`src/hdl/dcr_pkg.sv`:
```
// Purpose: constants for the dialer control register bank
// Assumes: 4-bit memory-mapped access, 25 MHz clock
// Notes:   timing counts derived from printed times
package dcr_pkg;

  // ****************************************
  // register offsets
  // ****************************************
  localparam logic [15:0] ADDR_DIAL_MODE   = 16'hFF10;
  localparam logic [15:0] ADDR_PAUSE_TIME  = 16'hFF11;
  localparam logic [15:0] ADDR_FLASH_TIME  = 16'hFF12;
  localparam logic [15:0] ADDR_STAT_SEL    = 16'hFF13;
  localparam logic [15:0] ADDR_LINE_FUNC   = 16'hFF14;
  localparam logic [15:0] ADDR_IDP_TIME    = 16'hFF15;
  localparam logic [15:0] ADDR_TONE_CTRL   = 16'hFF16;
  localparam logic [15:0] ADDR_DIAL_DIGIT  = 16'hFF17;
  localparam logic [15:0] ADDR_HOOK_MUTE   = 16'hFF18;

  // ****************************************
  // field positions
  // ****************************************
  localparam int BIT_TONE_PULSE = 3;
  localparam int BIT_MAKE_BREAK = 1;
  localparam int BIT_PULSE_RATE = 0;
  localparam int BIT_HF_SEL     = 3;
  localparam int BIT_HOLD       = 2;
  localparam int BIT_PAUSE_TRIG = 1;
  localparam int BIT_FLASH_TRIG = 0;
  localparam int BIT_CONT_TONE  = 3;
  localparam int BIT_ROW_EN     = 1;
  localparam int BIT_COL_EN     = 0;
  localparam int BIT_HOOK       = 3;
  localparam int BIT_RX_MUTE    = 1;
  localparam int BIT_TX_MUTE    = 0;

  // ****************************************
  // reset values
  // ****************************************
  localparam logic [3:0] RST_DIAL_MODE  = 4'h0;
  localparam logic [3:0] RST_PAUSE_TIME = 4'h4;
  localparam logic [3:0] RST_FLASH_TIME = 4'h6;
  localparam logic [3:0] RST_STAT_SEL   = 4'h0;
  localparam logic [3:0] RST_LINE_FUNC  = 4'h0;
  localparam logic [3:0] RST_IDP_TIME   = 4'h8;
  localparam logic [3:0] RST_TONE_CTRL  = 4'h3;
  localparam logic [3:0] RST_DIAL_DIGIT = 4'h0;
  localparam logic [3:0] RST_HOOK_MUTE  = 4'h3;
  localparam logic [3:0] RST_PORT_R1    = 4'hF;

  // ****************************************
  // timing
  // ****************************************
  localparam int CLK_HZ         = 25_000_000;
  localparam int STEP_US        = 93_750;    // 1/10.667 s flash step
  localparam int STEP_CYC       = STEP_US * (CLK_HZ / 1_000_000);
  localparam int PAUSE_SEC_CYC  = CLK_HZ;
  localparam int PULSE10_US     = 100_000;
  localparam int PULSE20_US     = 50_000;
  localparam int PULSE10_CYC    = PULSE10_US * (CLK_HZ / 1_000_000);
  localparam int PULSE20_CYC    = PULSE20_US * (CLK_HZ / 1_000_000);
  localparam int TONE_US        = 100_000;
  localparam int TONE_CYC       = TONE_US * (CLK_HZ / 1_000_000);

  typedef enum logic [2:0] {
    ST_IDLE  = 3'b000,
    ST_MAKE  = 3'b001,
    ST_BREAK = 3'b010,
    ST_IDP   = 3'b011,
    ST_PAUSE = 3'b100,
    ST_FLASH = 3'b101,
    ST_TONE  = 3'b110
  } dcr_state_e;

endpackage : dcr_pkg

```
`src/hdl/dcr_top.sv`:
```
// Purpose: dialer control registers with pulse, pause and flash sequencing
// Assumes: 4-bit cpu bus on mclk_i, one-cycle read and write strobes
// Notes:   long counts are parameters so a simulation can shorten them
// Operation
// - tone_pulse_sel 1 selects pulse dialing, 0 tone; resets to 0
// - make_break_ratio_sel 1 gives 33.3:66.6, 0 gives 40:60
// - dial_pulse_rate_sel 1 gives 20 pps, 0 gives 10 pps
// - pause_time_sel codes 1..15 give that many seconds; resets to 4 s
// - flash_time_sel codes 1..15 give 94 ms steps; resets to 563 ms
// - inter-digit pause uses same step table; resets to 750 ms
// - writing 1 to pause or flash trigger starts it when idle and its time code is nonzero, pause winning if both; reads 0
// - continuous_tone_on keeps tone running without timing
// - row_tone_enable gates row frequency; both enables reset to 1
// - column_tone_enable gates column frequency
// - dial_digit_code holds digit; pulse count or tone pair
// - hook_switch_ctrl 1 means hook switch off, 0 on
// - receive and transmit mute follow their bits; both reset muted
// - output selects route status signals onto shared port pins
// - unused bits and trigger bits read as 0
`timescale 1ns/1ns
module dcr_top #(
  parameter int PAUSE_SEC_CYC = dcr_pkg::PAUSE_SEC_CYC,
  parameter int STEP_CYC      = dcr_pkg::STEP_CYC,
  parameter int PULSE10_CYC   = dcr_pkg::PULSE10_CYC,
  parameter int PULSE20_CYC   = dcr_pkg::PULSE20_CYC,
  parameter int TONE_CYC      = dcr_pkg::TONE_CYC
) (
  input  wire logic        mclk_i,
  input  wire logic        rst_i,
  input  wire logic        ce_i,
  input  wire logic [15:0] addr_i,
  input  wire logic        wr_i,
  input  wire logic        rd_i,
  input  wire logic [3:0]  wdata_i,
  input  wire logic        dial_start_i,
  input  wire logic [3:0]  port_r1_data_i,
  output logic      [3:0]  rdata_o,
  output logic             dial_pulse_o,
  output logic             tone_on_o,
  output logic             row_tone_o,
  output logic             col_tone_o,
  output logic      [3:0]  tone_digit_o,
  output logic             hook_off_o,
  output logic             rx_mute_o,
  output logic             tx_mute_o,
  output logic             busy_o,
  output logic             pause_o,
  output logic             flash_o,
  output logic      [3:0]  port_r1_pins_o
);

  // ****************************************
  // state
  // ****************************************
  typedef struct packed {
    logic [3:0]           mode;
    logic [3:0]           pause_t;
    logic [3:0]           flash_t;
    logic [3:0]           stat_sel;
    logic [1:0]           line_func;
    logic [3:0]           idp_t;
    logic [3:0]           tone_ctrl;
    logic [3:0]           digit;
    logic [3:0]           hook_mute;
    dcr_pkg::dcr_state_e  st;
    logic [31:0]          cnt;
    logic [3:0]           pulses;
    logic [3:0]           rdata;
    logic                 dial_pulse;
    logic                 tone_on;
    logic                 row_tone;
    logic                 col_tone;
    logic                 pause_act;
    logic                 flash_act;
    logic [3:0]           pins;
    logic                 busy;
  } dcr_state_s;

  dcr_state_s state_reg;
  dcr_state_s state_next;

  // ****************************************
  // helpers
  // ****************************************
  function automatic logic [31:0] dcr_steps(input logic [3:0] code, input int unit);
    dcr_steps = 32'(int'(code) * unit);
  endfunction : dcr_steps

  function automatic logic [3:0] dcr_read(input dcr_state_s s, input logic [15:0] a);
    logic [3:0] v;
    v = 4'h0;
    case (a)
      dcr_pkg::ADDR_DIAL_MODE:  v = s.mode & 4'hB;
      dcr_pkg::ADDR_PAUSE_TIME: v = s.pause_t;
      dcr_pkg::ADDR_FLASH_TIME: v = s.flash_t;
      dcr_pkg::ADDR_STAT_SEL:   v = s.stat_sel;
      dcr_pkg::ADDR_LINE_FUNC:  v = {s.line_func, 2'b00};
      dcr_pkg::ADDR_IDP_TIME:   v = s.idp_t;
      dcr_pkg::ADDR_TONE_CTRL:  v = s.tone_ctrl & 4'hB;
      dcr_pkg::ADDR_DIAL_DIGIT: v = s.digit;
      dcr_pkg::ADDR_HOOK_MUTE:  v = s.hook_mute & 4'hB;
      default:                  v = 4'h0;
    endcase
    dcr_read = v;
  endfunction : dcr_read

  // ****************************************
  // next state
  // ****************************************
  logic        seq_busy;
  logic [31:0] period;
  logic [31:0] make_len;
  logic        pause_wr;
  logic        flash_wr;
  logic        pulse_mode;
  logic [3:0]  status_sig;

  always_comb begin
    state_next = state_reg;
    // a start edge already locks the fields it will use
    seq_busy   = (state_reg.st != dcr_pkg::ST_IDLE) || dial_start_i;
    pulse_mode = state_reg.mode[dcr_pkg::BIT_TONE_PULSE];
    period     = state_reg.mode[dcr_pkg::BIT_PULSE_RATE] ? 32'(PULSE20_CYC)
                                                         : 32'(PULSE10_CYC);
    make_len   = state_reg.mode[dcr_pkg::BIT_MAKE_BREAK] ? period / 3
                                                         : (period * 2) / 5;
    pause_wr   = 1'b0;
    flash_wr   = 1'b0;

    if (rd_i) begin
      state_next.rdata = dcr_read(state_reg, addr_i);
    end

    if (wr_i) begin
      case (addr_i)
        dcr_pkg::ADDR_DIAL_MODE: begin
          if (!seq_busy) begin
            state_next.mode = wdata_i & 4'hB;
          end
        end
        dcr_pkg::ADDR_PAUSE_TIME: begin
          if (!seq_busy) begin
            state_next.pause_t = wdata_i;
          end
        end
        dcr_pkg::ADDR_FLASH_TIME: begin
          if (!seq_busy) begin
            state_next.flash_t = wdata_i;
          end
        end
        dcr_pkg::ADDR_STAT_SEL:   state_next.stat_sel = wdata_i;
        dcr_pkg::ADDR_LINE_FUNC: begin
          state_next.line_func = wdata_i[3:2];
          pause_wr = wdata_i[dcr_pkg::BIT_PAUSE_TRIG];
          flash_wr = wdata_i[dcr_pkg::BIT_FLASH_TRIG];
        end
        dcr_pkg::ADDR_IDP_TIME: begin
          if (!seq_busy) begin
            state_next.idp_t = wdata_i;
          end
        end
        dcr_pkg::ADDR_TONE_CTRL:  state_next.tone_ctrl = wdata_i & 4'hB;
        dcr_pkg::ADDR_DIAL_DIGIT: begin
          if (!seq_busy) begin
            state_next.digit = wdata_i;
          end
        end
        dcr_pkg::ADDR_HOOK_MUTE:  state_next.hook_mute = wdata_i & 4'hB;
        default: ;
      endcase
    end

    // sequencer
    case (state_reg.st)
      dcr_pkg::ST_IDLE: begin
        state_next.dial_pulse = 1'b0;
        state_next.tone_on    = 1'b0;
        state_next.pause_act  = 1'b0;
        state_next.flash_act  = 1'b0;
        if (pause_wr && state_reg.pause_t != 4'h0) begin
          state_next.st        = dcr_pkg::ST_PAUSE;
          state_next.cnt       = dcr_steps(state_reg.pause_t, PAUSE_SEC_CYC);
          state_next.pause_act = 1'b1;
        end else if (flash_wr && state_reg.flash_t != 4'h0) begin
          state_next.st        = dcr_pkg::ST_FLASH;
          state_next.cnt       = dcr_steps(state_reg.flash_t, STEP_CYC);
          state_next.flash_act = 1'b1;
        end else if (dial_start_i && pulse_mode) begin
          if (state_reg.digit != 4'h0 && state_reg.digit < 4'h8) begin
            state_next.st         = dcr_pkg::ST_BREAK;
            state_next.pulses     = state_reg.digit;
            state_next.cnt        = period - make_len;
            state_next.dial_pulse = 1'b1;
          end
        end else if (dial_start_i && !pulse_mode) begin
          state_next.st      = dcr_pkg::ST_TONE;
          state_next.cnt     = 32'(TONE_CYC);
          state_next.tone_on = 1'b1;
        end
      end
      dcr_pkg::ST_BREAK: begin
        if (state_reg.cnt <= 32'd1) begin
          state_next.st         = dcr_pkg::ST_MAKE;
          state_next.cnt        = make_len;
          state_next.dial_pulse = 1'b0;
          state_next.pulses     = state_reg.pulses - 4'h1;
        end else begin
          state_next.cnt = state_reg.cnt - 32'd1;
        end
      end
      dcr_pkg::ST_MAKE: begin
        if (state_reg.cnt <= 32'd1) begin
          if (state_reg.pulses == 4'h0) begin
            state_next.st  = dcr_pkg::ST_IDP;
            state_next.cnt = dcr_steps(state_reg.idp_t, STEP_CYC);
          end else begin
            state_next.st         = dcr_pkg::ST_BREAK;
            state_next.cnt        = period - make_len;
            state_next.dial_pulse = 1'b1;
          end
        end else begin
          state_next.cnt = state_reg.cnt - 32'd1;
        end
      end
      dcr_pkg::ST_TONE: begin
        if (state_reg.tone_ctrl[dcr_pkg::BIT_CONT_TONE]) begin
          state_next.cnt = 32'(TONE_CYC);
        end else if (state_reg.cnt <= 32'd1) begin
          state_next.st      = dcr_pkg::ST_IDLE;
          state_next.tone_on = 1'b0;
        end else begin
          state_next.cnt = state_reg.cnt - 32'd1;
        end
      end
      dcr_pkg::ST_IDP, dcr_pkg::ST_PAUSE, dcr_pkg::ST_FLASH: begin
        if (state_reg.cnt <= 32'd1) begin
          state_next.st        = dcr_pkg::ST_IDLE;
          state_next.pause_act = 1'b0;
          state_next.flash_act = 1'b0;
        end else begin
          state_next.cnt = state_reg.cnt - 32'd1;
        end
      end
      default: state_next.st = dcr_pkg::ST_IDLE;
    endcase

    state_next.row_tone = state_next.tone_on & state_reg.tone_ctrl[dcr_pkg::BIT_ROW_EN];
    state_next.col_tone = state_next.tone_on & state_reg.tone_ctrl[dcr_pkg::BIT_COL_EN];
    state_next.busy     = (state_next.st != dcr_pkg::ST_IDLE);

    // active-low mute pins, line keep and hands-free status
    status_sig = {state_reg.line_func[1], state_reg.line_func[0],
                  ~state_next.hook_mute[dcr_pkg::BIT_RX_MUTE],
                  ~state_next.hook_mute[dcr_pkg::BIT_TX_MUTE]};
    for (int i = 0; i < 4; i++) begin
      state_next.pins[i] = state_reg.stat_sel[i] ? (status_sig[i] & port_r1_data_i[i])
                                                 : port_r1_data_i[i];
    end
  end

  // ****************************************
  // registers
  // ****************************************
  always_ff @(posedge mclk_i or posedge rst_i) begin
    if (rst_i) begin
      state_reg            <= '0;
      state_reg.mode       <= dcr_pkg::RST_DIAL_MODE;
      state_reg.pause_t    <= dcr_pkg::RST_PAUSE_TIME;
      state_reg.flash_t    <= dcr_pkg::RST_FLASH_TIME;
      state_reg.stat_sel   <= dcr_pkg::RST_STAT_SEL;
      state_reg.idp_t      <= dcr_pkg::RST_IDP_TIME;
      state_reg.tone_ctrl  <= dcr_pkg::RST_TONE_CTRL;
      state_reg.digit      <= dcr_pkg::RST_DIAL_DIGIT;
      state_reg.hook_mute  <= dcr_pkg::RST_HOOK_MUTE;
      state_reg.pins       <= dcr_pkg::RST_PORT_R1;
      state_reg.st         <= dcr_pkg::ST_IDLE;
    end else if (ce_i) begin
      state_reg <= state_next;
    end
  end

  // ****************************************
  // outputs
  // ****************************************
  assign rdata_o        = state_reg.rdata;
  assign dial_pulse_o   = state_reg.dial_pulse;
  assign tone_on_o      = state_reg.tone_on;
  assign row_tone_o     = state_reg.row_tone;
  assign col_tone_o     = state_reg.col_tone;
  assign tone_digit_o   = state_reg.digit;
  assign hook_off_o     = state_reg.hook_mute[dcr_pkg::BIT_HOOK];
  assign rx_mute_o      = state_reg.hook_mute[dcr_pkg::BIT_RX_MUTE];
  assign tx_mute_o      = state_reg.hook_mute[dcr_pkg::BIT_TX_MUTE];
  assign busy_o         = state_reg.busy;
  assign pause_o        = state_reg.pause_act;
  assign flash_o        = state_reg.flash_act;
  assign port_r1_pins_o = state_reg.pins;

  // ****************************************
  // checks
  // ****************************************
  trig_read_zero_a: assert property (@(posedge mclk_i) disable iff (rst_i)
    ce_i && rd_i && addr_i == dcr_pkg::ADDR_LINE_FUNC |=> rdata_o[1:0] == 2'b00)
    else $error("trigger bits read nonzero");

  unused_read_zero_a: assert property (@(posedge mclk_i) disable iff (rst_i)
    ce_i && rd_i && addr_i == dcr_pkg::ADDR_HOOK_MUTE |=> rdata_o[2] == 1'b0)
    else $error("unused bit read nonzero");

  row_gate_a: assert property (@(posedge mclk_i) disable iff (rst_i)
    row_tone_o |-> tone_on_o)
    else $error("row tone without tone");

  col_gate_a: assert property (@(posedge mclk_i) disable iff (rst_i)
    col_tone_o |-> tone_on_o)
    else $error("column tone without tone");

  pause_start_a: assert property (@(posedge mclk_i) disable iff (rst_i)
    ce_i && !busy_o && wr_i && addr_i == dcr_pkg::ADDR_LINE_FUNC && wdata_i[1]
      && state_reg.pause_t != 4'h0 |=> pause_o && busy_o)
    else $error("pause did not start");

  digit_hold_a: assert property (@(posedge mclk_i) disable iff (rst_i)
    busy_o && ce_i |=> $stable(tone_digit_o))
    else $error("digit changed while busy");

  hook_map_a: assert property (@(posedge mclk_i) disable iff (rst_i)
    ce_i && wr_i && addr_i == dcr_pkg::ADDR_HOOK_MUTE |=> hook_off_o == $past(wdata_i[3]))
    else $error("hook switch not updated");

  tone_pulse_a: assert property (@(posedge mclk_i) disable iff (rst_i)
    dial_pulse_o |-> state_reg.mode[dcr_pkg::BIT_TONE_PULSE])
    else $error("pulse output in tone mode");

  flash_start_a: assert property (@(posedge mclk_i) disable iff (rst_i)
    ce_i && !busy_o && wr_i && addr_i == dcr_pkg::ADDR_LINE_FUNC && wdata_i[dcr_pkg::BIT_FLASH_TRIG]
      && !wdata_i[dcr_pkg::BIT_PAUSE_TRIG] && state_reg.flash_t != 4'h0 |=> flash_o && busy_o)
    else $error("flash did not start");

  mute_follow_a: assert property (@(posedge mclk_i) disable iff (rst_i)
    ce_i && wr_i && addr_i == dcr_pkg::ADDR_HOOK_MUTE |=> rx_mute_o == $past(wdata_i[1])
      && tx_mute_o == $past(wdata_i[0]))
    else $error("mute outputs not updated");

  mode_read_zero_a: assert property (@(posedge mclk_i) disable iff (rst_i)
    ce_i && rd_i && addr_i == dcr_pkg::ADDR_DIAL_MODE |=> rdata_o[2] == 1'b0)
    else $error("unused mode bit read nonzero");

endmodule : dcr_top

```
`config.mk`:
```
export PLATFORM = sky130hd
export DESIGN_NAME = dcr_top
export DESIGN_NICKNAME = d
export VERILOG_FILES = /design/src/hdl/dcr_pkg.sv /design/src/hdl/dcr_top.sv
export SDC_FILE = /design/constraint.sdc
export NUM_CORES = 1
export LEC_CHECK = 0
export BUFFER_PORTS_ARGS = -buffer_cell sky130_fd_sc_hd__buf_2
export CAP_MARGIN = 20
export CORE_ASPECT_RATIO = 2
export CORE_UTILIZATION = 40
export CTS_BUF_LIST = sky130_fd_sc_hd__clkbuf_8
export DETAILED_ROUTE_END_ITERATION = 16
export SETUP_SLACK_MARGIN = 0.5
export SYNTH_ARGS = -nofsm -noshare
export SYNTH_HDL_FRONTEND = slang
export SYNTH_SLANG_ARGS = --single-unit
```
`constraint.sdc`:
```
create_clock -name mclk_i -period 4.8 [get_ports mclk_i]
set_input_delay 0.48 -clock mclk_i [delete_from_list [all_inputs] [get_ports mclk_i]]
set_output_delay 0.48 -clock mclk_i [all_outputs]
set_load 0.05 [all_outputs]
```
## Word level (Yosys, flattened, before mapping)

Index checks and enable logic that the tools add are counted.

- Register bits after elaboration: 85
- Input bits: 30
- Output and inout port bits: 22
- Word-level logic and storage cells: 151

- Add/sub/neg operators: 3
- Multipliers: 3
- Divide/modulo/power cells: 2
- Order comparisons: 2
- Eq/ne operators: 25
- Muxes and demuxes: 52
- Bitwise logic cells: 9
- Reduce and logical (&&, ||, !) cells: 33

Operator list:

| cell | number |
|---|---|
| two-way mux 32 bit | 5 |
| case mux 32 bit (5 select lines) | 1 |
| == test 16 bit (second input constant) | 9 |
| two-way mux 35 bit | 4 |
| multiplier 4 x 21 -> 25 bit (second input constant) | 2 |
| two-way mux 39 bit | 1 |
| case mux 4 bit (9 select lines) | 1 |
| two-way mux 33 bit | 1 |
| divider 32 x 2 -> 32 bit (second input constant) | 1 |
| divider 32 x 3 -> 32 bit (second input constant) | 1 |
| <= comparator 32 x 1 -> 1 bit (second input constant) | 1 |
| subtractor 22 x 32 -> 32 bit | 1 |
| subtractor 32 x 1 -> 32 bit (second input constant) | 1 |
| AND reduction 4 bit | 6 |
| multiplier 4 x 19 -> 23 bit (second input constant) | 1 |
| two-way mux 22 bit | 1 |
| two-way mux 1 bit | 20 |
| two-way mux 4 bit | 4 |
| != test 2 bit (second input constant) | 8 |
| case mux 3 bit (5 select lines) | 1 |
| AND reduction 3 bit | 5 |
| two-way mux 3 bit | 4 |
| nonzero test 4 bit | 3 |
| two-way mux 2 bit | 5 |
| other kinds (24) | 42 |

## Longest topological paths before layout

Gate-level depths: netlist of the first run.

- Depth in word-level cells: 10
- Gate-level depth with buffers: 14
- Depth with buffers taken out: 13

## Least setup slack after synthesis of the first run

No wires, ideal clock.

- Kind: reg-to-reg
- Start: reg state_reg[81] (netlist name)
- End: reg state_reg[46] (netlist name)
- Library setup time: 0.134 ns
- Data arrival time: 3.669 ns
- Required time: 4.666 ns
- Slack: 0.997 ns
- Cell stages (with the launch flop): 14
- Path buffers: 0
- Period minus slack after synthesis: 3.803 ns
- Cell sequence: dfrtp_1 -> fa_1 -> inv_1 -> fa_1 -> inv_1 -> fa_1 -> a211oi_1 -> o21ai_0 -> a221o_1 -> a311oi_1 -> o21bai_1 -> a21oi_1 -> xor2_1 -> o211ai_1

- Cells in the longest elaborated chain, start to end: 4
- Elaborated cells on any way between the ends: 8
- Those cells by class: 1 x mul; 2 x eq/ne; 2 x mux; 3 x reduce/logical

Ends and longest elaborated chain:

| what | line | source |
|---|---|---|
| start, declared | dcr_top.sv:79 | `dcr_state_s state_reg;` |
| start signal, assigned | dcr_top.sv:278 | `state_reg <= state_next;` |
| parallel branches: the longest is 4 deep, another holds multiplier 4 x 19 -> 23 bit | -- |  |

Several ways; the timed one is not identified.
A chain may end at the register's enable or synchronous reset.

## Worst setup path in the final report of the first run

- Start: reg state_reg[69] (netlist name)
- End: reg state_reg[42] (netlist name)

- Cells in the longest elaborated chain, start to end: 4

Ends and longest elaborated chain:

| what | line | source |
|---|---|---|
| multiplier 4 x 21 -> 25 bit | dcr_top.sv:86 | `dcr_steps = 32'(int'(code) * unit);` |
| two-way mux 33 bit | dcr_top.sv:213 | `if (state_reg.pulses == 4'h0) begin` |
| two-way mux 32 bit | dcr_top.sv:212 | `if (state_reg.cnt <= 32'd1) begin` |
| case mux 32 bit (5 select lines) | dcr_top.sv:174 | `case (state_reg.st)` |

No other way between the ends.

==> impl_metrics.csv, run 1 <==
group,metric,value,unit
power_and_ir_drop,vdd_drop_max,0.211,mV
placement,place_ws,0.642,ns
finish,fin_nets,1279,
finish,final_cell_mix,"118 x nand2_1, 89 x ha_1, 81 x a21oi_1, 77 x nor2_1, 75 x o21ai_0",
critical_path,crit_top_cell,"fa_1",
critical_path,worstPathRequired,5.16,ns
detailed_routing,dr.pass1.iters,5,
critical_path,crit_path_max_incr_delay,0.70,ns
clock_network,clkTransAtPathRegs,0.11,ns
sta,hold_violations,0,
critical_path,crit_path_start_kind,"flip-flop",
clock_network,postCtsHoldBufs,0,
floorplan,die_y,218,um
sta,maxSlewViolCount,0,
critical_path,timing.rr.start,"state_reg[69]",
sta,worst_pin_slew,1.16,ns
finish,largest_reg_flops,62,
sta,hold-worst-slack,0.142,ns
finish,antenna-diode-count,0,
finish,multi_input_area,6690,um2
detailed_routing,avgViaCountPerCell,6.48,
run_status,outcome,"complete, no violations",
sta,fmax,251,MHz
floorplan,start_util,41.0,%
floorplan,fp.dieW,110,um
placement,post-dp-hpwl,28.1,mm
sta,rsz0062_at_grt,"false",
logic_synthesis,syn_area_per_cell,8.18,um2
detailed_routing,wl_per_cell,25.0,um
logic_synthesis,ys_ff_latch,85,
sta,min_period,3.98,ns
floorplan,rows,78,
grt,grt_pass1_vias,9358,
placement,io_buffer_count,51,
sta,setup-tns-final,0,ns
power_and_ir_drop,power.leakage,4.35,nW
clock_network,clock_path_buffers,2,
floorplan,ios,52,
sta,skew,0.0197,ns
clock_network,htreeDepth,3,
logic_synthesis,ys_seq_area_share,23.0,%
detailed_routing,drc,0,
floorplan,coreArea,22700,um2
logic_synthesis,syn_inst,1140,
critical_path,end_kind,"flip-flop",
sta,fin_crit_sh,83.0,%
detailed_routing,routed_wl,35.7,mm
grt,grt_pass1_wl,54.7,mm
logic_synthesis,synth_edf_count,0,
finish,synthToLayoutAreaGrowth,6.72,%
detailed_routing,vias,9266,
worst_hold_path,timing.hold.worst.class,"in2async",
placement,globalplace.congestion,1.01,
sta,finalSetupViolCount,0,
finish,final_common_cell,"nand2_1",
floorplan,die-area,24000,um2
grt,grt_util_all_layers,31.2,%
clock_network,clk_latency,0.43,ns
sta,max-slew-margin-rel,22.1,%
power_and_ir_drop,total_power,3.28,mW
finish,drive_above_1_share,13.5,%
logic_synthesis,synthFlopType,"dfrtp_1",
finish,final_util,43.8,%
flow_run,cap_violations,0,
critical_path,worstRegToRegCells,11,
detailed_routing,ant_nets,0,
critical_path,worstPathMaxFanout,10,
grt,antenna_found_initial,0,
clock_network,clock-sinks,85,
critical_path,worstPathCellList,"fa_1 > fa_1 > ha_1 > and2_1 > a221oi_2 > o21ai_1 > or4_1 > nand4_1 > o311ai_0 > a21boi_0 > a211o_1",
logic_synthesis,synth_cell_type_count,85,
critical_path,crit_type,"reg2reg",
critical_path,arrival,4.34,ns
critical_path,rrSetupSlack,0.82,ns
sta,worst_slack,0.815,ns
logic_synthesis,async_flop_share,100,%
finish,regArea,2140,um2
logic_synthesis,synth.net_count,1273,
detailed_routing,drtIter0Drc,708,
clock_network,post_cts_buffers,0,
critical_path,r2r-end,"state_reg[42]",
critical_path,slowest_stage,"dfstp_2",
logic_synthesis,syn-cell-area,9330,um2
grt,grt_overflow_total,0,
clock_network,cts_buffers,9,
clock_network,cts_tree,"done",
logic_synthesis,yosys_warnings,0,
finish,fillerInstances,2339,
power_and_ir_drop,power_density,330,nW/um2
clock_network,root_buffer,"clkbuf_8",
grt,grt_max_degree,46,
cell type report:
type / instances / area share (%)
multi-input cells: 932 / 67.2
clock buffers: 9 / 1.24
clock inverters: 7 / 0.767
flip-flops and latches: 85 / 21.5
well taps: 280 / 3.52
inverters: 51 / 1.95
repair buffers: 67 / 3.77
routing by layer:
layer  routed length (um)  GRT usage [%]
met1                12200           32.0
met2                18500           54.4
met3                 1920           5.38
met4                 3090           24.6
met5                    0              0
worst max path at each step:
stage	start	end	slack (ns)
2_1_floorplan	state_reg[81]	state_reg[46]	1.0
3_3_place_gp	state_reg[69]	state_reg[42]	0.73
3_5_place_dp	state_reg[69]	state_reg[42]	0.64
4_1_cts	state_reg[69]	state_reg[42]	0.59
5_1_grt	state_reg[69]	state_reg[42]	0.51
6_report	state_reg[69]	state_reg[42]	0.82
metrics by stage:
| stage | cell area [um2] | cells |
|---|---|---|
| 6_report | 9950 | 1431 |
| 5_1_grt | 9950 | 1431 |
| 4_1_cts | 9940 | 1431 |
| 3_5_place_dp | 9740 | 1415 |
| 3_3_place_gp | 9740 | 1415 |
| 2_1_floorplan | 9330 | 1140 |
timing repair:
item,in CTS,in global routing
setup endpoints to repair,0,3
hold endpoints to repair,0,0
resized for setup,0,3
kinds of logic (layout without fill, tap and decap cells):
logic type,after synthesis,in the layout,synth area share [%]
simple gates,371,371,19.8
fa+ha+maj,104,104,15.1
mux,40,40,5.12
compound gates,351,351,25.2
buf+inv,123,134,5.58
xor+xnor,66,66,6.20
flops,85,85,23.0
critical path, delay by kind of cell (launching register included):
kind            cells  cell delay (ns)
compound gates      5             1.07
fa+ha+maj           3             1.34
simple gates        3             0.81
flops               1             0.70
Yosys cell counts, types with 4 or more instances:
cell	n	share of area, %
a211o_1	12	1.1
a211oi_1	19	1.5
a21o_1	12	0.97
a21oi_1	81	4.3
a221oi_1	14	1.3
a22o_1	5	0.47
a22oi_1	8	0.64
a31oi_1	18	1.2
and2_1	4	0.27
and3_1	7	0.47
buf_2	5	0.27
buf_4	14	1.1
clkbuf_1	51	2.1
dfrtp_1	73	20
dfstp_2	12	3.4
fa_1	14	3.0
ha_1	89	12
inv_1	51	2.1
mux2_2	32	3.9
mux2i_1	5	0.54
nand2_1	118	4.7
nand2b_1	10	0.67
nand3_1	34	1.8
nand3b_1	6	0.48
nand4_1	13	0.87
nor2_1	77	3.1
nor2b_1	6	0.40
nor3_1	36	1.9
nor3b_1	8	0.64
nor4_1	11	0.74
o211ai_1	19	1.5
o21a_1	7	0.56
o21ai_0	76	4.1
o21bai_1	4	0.32
o221ai_1	9	0.85
o22ai_1	10	0.67
o311ai_0	4	0.38
o31ai_1	8	0.64
o32a_1	4	0.43
or3_1	15	1.0
xnor2_1	37	3.5
xor2_1	29	2.7
report_power, final:
| part | internal (mW) | switching (mW) | total, mW |
|---|---|---|---|
| clock network | 0.207 | 0.346 | 0.552 |
| logic | 0.551 | 1.11 | 1.66 |
| registers | 0.850 | 0.218 | 1.07 |
| total | 1.61 | 1.68 | 3.28 |
Power figures use the tool's default switching activity.
==> run 2, diff against run 1 <==
--- a/config.mk
+++ b/config.mk
@@ -5,6 +5,7 @@
 export SDC_FILE = /design/constraint.sdc
 export NUM_CORES = 1
 export LEC_CHECK = 0
+export ABC_AREA = 1
 export BUFFER_PORTS_ARGS = -buffer_cell sky130_fd_sc_hd__buf_2
 export CAP_MARGIN = 20
 export CORE_ASPECT_RATIO = 2
==> constraint.sdc (replaced) <==
create_clock -name mclk_i -period 4.05 [get_ports mclk_i]
set_input_delay 0.405 -clock mclk_i [delete_from_list [all_inputs] [get_ports mclk_i]]
set_output_delay 0.405 -clock mclk_i [all_outputs]
set_load 0.05 [all_outputs]
==> run 2 against run 1 <==
Against the previous run:
- die area is 12% higher
- worst setup slack worse by 0.13 ns
- synthesized cell count is 47% higher
- clock power is 48% higher
- synthesized area is 12% higher
- hold slack better by 0.052 ns
- critical path depth is 7 higher
==> impl_metrics.csv, run 2 <==
group,metric,value,unit
logic_synthesis,synth_top_family_by_area,"simple AND/OR/NAND/NOR gates",
clock_network,clkTransAtPathRegs,0.12,ns
clock_network,cts_tree,"done",
floorplan,die-area,26800,um2
critical_path,worstPathRequired,4.40,ns
finish,synthToLayoutAreaGrowth,9.14,%
power_and_ir_drop,power_density,216,nW/um2
finish,drive_above_1_share,11.3,%
grt,grt_util_all_layers,34.4,%
clock_network,clock-sinks,85,
logic_synthesis,synth_common_cells,"482 x nand2_1, 193 x inv_1, 174 x nor2_1",
floorplan,coreArea,25700,um2
grt,antenna_found_initial,0,
sta,min_period,3.36,ns
sta,setup-tns-final,0,ns
sta,fmax,298,MHz
logic_synthesis,synth_fa_ha_area_share,13.3,%
finish,largest_reg_flops,62,
finish,final_cell_mix,"482 x nand2_1, 192 x inv_1, 172 x nor2_1, 161 x nand3_1, 98 x o21ai_0",
detailed_routing,drc,0,
logic_synthesis,yosysTopAreaCell,"dfrtp_1",
placement,globalplace.congestion,0.999,
grt,grt_pass1_vias,11500,
critical_path,end_kind,"flip-flop",
clock_network,htreeDepth,3,
sta,worst_pin_slew,1.02,ns
logic_synthesis,syn-cell-area,10400,um2
power_and_ir_drop,vdd_drop_max,0.244,mV
sta,finalSetupViolCount,0,
placement,post-dp-hpwl,36.4,mm
finish,stdcell_count,2071,
logic_synthesis,synth_xor_area_share,3.60,%
logic_synthesis,synthFlopType,"dfrtp_1",
logic_synthesis,ys_ff_latch,85,
worst_hold_path,timing.hold.worst.class,"in2reg",
logic_synthesis,post-synth-top-count-cell,"nand2_1",
flow_run,cap_violations,0,
sta,fin_crit_sh,83.0,%
detailed_routing,avgViaCountPerCell,5.55,
run_status,outcome,"complete, no violations",
finish,final_common_cell,"nand2_1",
detailed_routing,drtIter0Drc,752,
sta,maxSlewViolCount,0,
detailed_routing,routed_wl,44.3,mm
grt,grt_overflow_total,0,
sta,hold-worst-slack,0.193,ns
logic_synthesis,synth_compound_area_share,13.9,%
critical_path,worstPathMaxFanout,6,
logic_synthesis,ys_seq_area_share,20.5,%
clock_network,clock_path_buffers,2,
sta,skew,0.0214,ns
finish,final_util,44.5,%
floorplan,rows,83,
finish,fin_nets,1859,
detailed_routing,ant_nets,0,
critical_path,crit_path_start_kind,"flip-flop",
logic_synthesis,syn_inst,1680,
floorplan,start_util,40.7,%
logic_synthesis,synth.net_count,1813,
logic_synthesis,muxShareOfSynthArea,0.108,%
clock_network,cts_buffers,9,
placement,placed_cells,2044,
critical_path,crit_top_cell,"nand2_1",
detailed_routing,dr.pass1.iters,5,
grt,grt_pass1_wl,66.7,mm
clock_network,clk_latency,0.44,ns
grt,grt_max_degree,38,
sta,rsz0062_at_grt,"false",
sta,max-slew-margin-rel,31.3,%
placement,place_ws,0.435,ns
finish,antenna-diode-count,0,
logic_synthesis,synth_cell_type_count,51,
logic_synthesis,syn_area_per_cell,6.22,um2
logic_synthesis,netlist.area_leader.share,17.5,%
critical_path,worstPathCellList,"buf_4 > fa_1 > fa_1 > ha_1 > nand2_1 > nor2_1 > nand2_1 > nor2_1 > and2_1 > nor2_1 > nand2_1 > nand2_1 > nand3_1 > nand2_1 > nand2_1 > nand2_1 > nand2_1 > nand2_1",
floorplan,ios,52,
logic_synthesis,yosys_warnings,0,
logic_synthesis,async_flop_share,100,%
sta,hold_violations,0,
floorplan,die_y,231,um
critical_path,slowest_stage,"fa_1",
logic_synthesis,synth_simple_gate_area_share,38.2,%
detailed_routing,wl_per_cell,21.4,um
clock_network,root_buffer,"clkbuf_8",
logic_synthesis,synth_edf_count,0,
detailed_routing,vias,11500,
critical_path,crit_path_max_incr_delay,0.53,ns
logic_synthesis,synth.top_cells.by_area,"dfrtp_1 17%, nand2_1 17%, ha_1 11%",
sta,worst_slack,0.690,ns
power_and_ir_drop,power.leakage,5.80,nW
critical_path,arrival,3.71,ns
critical_path,crit_type,"reg2reg",
placement,io_buffer_count,51,
floorplan,fp.dieW,116,um
[run 2: cell types whose count changed in the layout (fill, tap and decap cells not counted), sizes merged, moves of 49 or more]
cell and change:
inv +161, nand2 +379, nand3 +135, nor2 +112
o21ai +49
[run 2: cell type report]
| type | instances | area, um2 |
|---|---|---|
| clock buffer | 9 | 124 |
| clock inverter | 7 | 126 |
| fill | 2832 | 14200 |
| inverter | 217 | 817 |
| multi-input combinational | 1333 | 7290 |
| sequential | 85 | 2140 |
| tap | 340 | 425 |
| timing repair buffer | 80 | 475 |
[run 2: critical path, delay by kind of cell (launching register included)]
kind                       cells  cell delay [ns]
adders and majority gates      3             1.33
and+or+nand+nor               14             1.33
DFF                            1             0.43
buffers and inverters          1             0.18
[run 2: what timing repair did]
item                       in CTS  in global routing
resized for setup               2                 17
hold buffers                    1                  0
buffers inserted                0                 10
pin swaps                       0                  1
setup endpoints to repair       3                 10
hold endpoints to repair        8                  0
[run 2: metal layers]
layer  wire, um  GRT usage [%]  up-vias
met1      14700           32.8     5306
met4       5060           33.1        0
met5          0              0        -
li1           -              -     5544
met2      22700           61.3      445
met3       1860           4.36      194
[run 2: logic make-up after synthesis]
kind of cell	Yosys count
and+or+nand+nor	925
buffers and inverters	262
AOI/OAI and AO/OA	261
adders and majority gates	103
DFF	85
xor gates and xnor gates	43
muxes	1
[run 2: report_power, final]
group          switching, mW  total [mW]  internal (mW)
sequential             0.109        1.03          0.923
clock                  0.401       0.818          0.418
combinational          0.409       0.607          0.198
total                  0.919        2.46           1.54
[run 2: final timing paths]
| check | startpoint | endpoint | slack [ns] | cells past startpoint |
|---|---|---|---|---|
| setup reg to reg | state_reg[79] | state_reg[39] | 0.69 | 18 |
| setup / recovery | state_reg[79] | state_reg[39] | 0.69 | 18 |
| hold reg to reg | port_r1_pins_o[1] | port_r1_pins_o[1] | 0.47 | 2 |
| hold / removal | port_r1_data_i[1] | port_r1_pins_o[1] | 0.19 | 3 |
| max in group asynchronous | rst_i | state_reg[77] | 2.78 | 4 |
| min in group asynchronous | rst_i | col_tone_o | 0.44 | 3 |
[run 2: per-stage QoR]
stage | instance area [um2] | power, mW
6_report | 11400 | 2.46
5_1_grt | 11400 | 2.57
4_1_cts | 11300 | 2.47
3_5_place_dp | 11000 | 1.64
3_3_place_gp | 11000 | 1.64
2_1_floorplan | 10400 | 1.45
==> run 3, diff against run 2 <==
==> constraint.sdc (replaced) <==
create_clock -name mclk_i -period 3.1 [get_ports mclk_i]
set_input_delay 0.31 -clock mclk_i [delete_from_list [all_inputs] [get_ports mclk_i]]
set_output_delay 0.31 -clock mclk_i [all_outputs]
set_load 0.05 [all_outputs]
==> run 3 against run 2 <==
Against the previous run:
- routed wire length is 6.3% higher
- global-route usage is 1.3 points higher
- via count is 9.2% higher
- clock power is 11% higher
- sequential power is 31% higher
- critical endpoint is now state_reg[46]
- largest power group unchanged
- the run now ends with negative setup slack left
- largest cell class unchanged
==> impl_metrics.csv, run 3 (same netlist as run 2, synthesis figures left out) <==
group,metric,value,unit
sta,max-slew-margin-rel,51.0,%
clock_network,clkTransAtPathRegs,0.10,ns
detailed_routing,wl_per_cell,21.2,um
critical_path,worstPathRequired,3.41,ns
grt,grt_max_degree,51,
floorplan,die_y,231,um
detailed_routing,dr.pass1.iters,6,
finish,synthToLayoutAreaGrowth,34.9,%
power_and_ir_drop,p_sw_share,39.7,%
run_status,outcome,"complete, but fails checks",
sta,maxSlewViolCount,0,
critical_path,crit_type,"reg2reg",
floorplan,rows,83,
detailed_routing,routed_wl,47.1,mm
detailed_routing,drc,0,
sta,finalSetupViolCount,3,
finish,final_cell_mix,"416 x nand2_1, 168 x inv_1, 151 x buf_4, 146 x nor2_1, 124 x nand3_1",
placement,globalplace.congestion,1.05,
power_and_ir_drop,p_clk_share,29.1,%
floorplan,fp.dieW,116,um
sta,hold_violations,0,
sta,rsz0062_at_grt,"true",
placement,place_ws,-0.0947,ns
finish,drive_above_1_share,32.0,%
critical_path,cp.depth,16,
clock_network,clk_latency,0.44,ns
detailed_routing,ant_nets,0,
critical_path,worstPathCellList,"fa_1 > inv_2 > fa_1 > inv_2 > buf_4 > ha_4 > nand2_2 > inv_2 > and3_4 > nand2_1 > nand3_2 > nand2_1 > nand2_1 > or2_4 > nand3_2 > o211ai_1",
critical_path,end_kind,"flip-flop",
power_and_ir_drop,power_switching,1.23,mW
critical_path,rrSetupSlack,-0.02,ns
clock_network,htreeDepth,3,
finish,fin_nets,2009,
power_and_ir_drop,p_int,1.88,mW
finish,final_common_cell,"nand2_1",
floorplan,start_util,40.7,%
run_status,violations,"negative setup slack",
critical_path,arrival,3.43,ns
clock_network,cts_tree,"done",
placement,io_buffer_count,51,
detailed_routing,avgViaCountPerCell,5.65,
power_and_ir_drop,pwr-share-seq,43.4,%
critical_path,slowest_stage,"dfstp_2",
critical_path,crit_path_start_kind,"flip-flop",
critical_path,timing.rr.start,"state_reg[82]",
critical_path,crit_path_max_incr_delay,0.58,ns
grt,grt_pass1_vias,12700,
sta,skew,0.0226,ns
sta,setup-tns-final,-0.0334,ns
floorplan,ios,52,
power_and_ir_drop,power.leakage,6.75,nW
critical_path,timing.critical_path.from,"state_reg[82]",
critical_path,worstRegToRegCells,16,
clock_network,root_buffer,"clkbuf_8",
critical_path,worstPathMaxFanout,4,
sta,worst_pin_slew,0.732,ns
power_and_ir_drop,power_density,221,nW/um2
detailed_routing,drtIter0Drc,837,
floorplan,die-area,26800,um2
power_and_ir_drop,vdd_drop_max,0.336,mV
grt,grt_pass1_wl,69.9,mm
detailed_routing,wl_met2,24.6,mm
critical_path,crit_path_end,"state_reg[46]",
detailed_routing,wl_met1,15.3,mm
sta,min_period,3.12,ns
clock_network,clock-sinks,85,
power_and_ir_drop,pwr-share-comb,27.6,%
detailed_routing,routed.top_layer,"met4",
sta,fmax,321,MHz
flow_run,cap_violations,0,
sta,fin_crit_sh,101,%
detailed_routing,wl_met3,2.20,mm
critical_path,r2r-end,"state_reg[46]",
grt,antenna_found_initial,1,
worst_hold_path,timing.hold.worst.class,"in2reg",
clock_network,cts_buffers,9,
finish,largest_reg_flops,62,
sta,worst_slack,-0.0155,ns
grt,grt_util_all_layers,35.7,%
placement,post-dp-hpwl,36.7,mm
detailed_routing,vias,12500,
clock_network,clock_path_buffers,2,
finish,final_util,55.0,%
floorplan,coreArea,25700,um2
critical_path,crit_family,"adder cells",
grt,grt_overflow_total,0,
critical_path,cp.buffers_inverters,4,
run 3: cell types whose count changed in the layout (fill, tap and decap cells not counted), sizes merged:
cell	change
inv	-3
clkinvlp	+2
buf	+150
bufinv	-2
clkbuf	+1
clkinv	+1
diode	+1
run 3: area by class of cell:
class	count	area (um2)
inverters	217	848
clock buffers	10	138
multi-input cells	1333	8760
well taps	340	425
flip-flops and latches	85	2150
repair buffers	230	1710
diodes	1	2.50
fillers	2609	11600
clock inverters	5	60.1
run 3: power by group through the flow:
stage / logic (mW) / clock network, mW / registers (mW)
finish: 0.858 / 0.904 / 1.35
CTS: 0.817 / 0.901 / 1.34
floorplan: 0.548 / 0 / 1.34
global route: 0.932 / 0.938 / 1.36
global placement: 0.800 / 0 / 1.37
detailed placement: 0.804 / 0 / 1.37
run 3: through the flow:
step	instances	hold slack [ns]	total power [mW]	area, um2
after floorplan	1680	0.417	1.89	10600
after global placement	2146	0.433	2.17	11900
after detailed placement	2146	0.444	2.17	11900
after CTS	2189	0.116	3.06	13000
after global routing	2221	0.121	3.23	14100
final	2221	0.121	3.11	14100
run 3: layer usage:
layer	vias up	global-route usage [%]
met4	0	33.8
li1	5868	-
met5	-	0
met1	5853	33.6
met3	249	4.46
met2	572	64.2
run 3: what timing repair did:
item	CTS	global route
setup buffers	27	31
endpoints found under the hold margin	35	0
resized for setup	146	219
pin swaps	68	127
hold buffers	1	0
endpoints found under the setup margin	31	41
run 3: how the worst min path moves through the flow:
stage / from / endpoint / slack (ns) / cells after the start
6_report: wdata_i[3] / hook_off_o / 0.12 / 2
5_1_grt: port_r1_data_i[1] / port_r1_pins_o[1] / 0.12 / 3
4_1_cts: wdata_i[3] / hook_off_o / 0.12 / 2
3_5_place_dp: rst_i / flash_o / 0.44 / 2
3_3_place_gp: rst_i / flash_o / 0.43 / 2
2_1_floorplan: port_r1_data_i[1] / port_r1_pins_o[1] / 0.42 / 2
run 3: worst register-to-register path: stages, from the launching register on:
cell and delay (ns):
dfstp_2 0.58, fa_1 0.45, inv_2 0.10, fa_1 0.42, inv_2 0.12, buf_4 0.13
ha_4 0.21, nand2_2 0.07, inv_2 0.05, and3_4 0.18, nand2_1 0.08, nand3_2 0.11
nand2_1 0.10, nand2_1 0.07, or2_4 0.23, nand3_2 0.06, o211ai_1 0.07
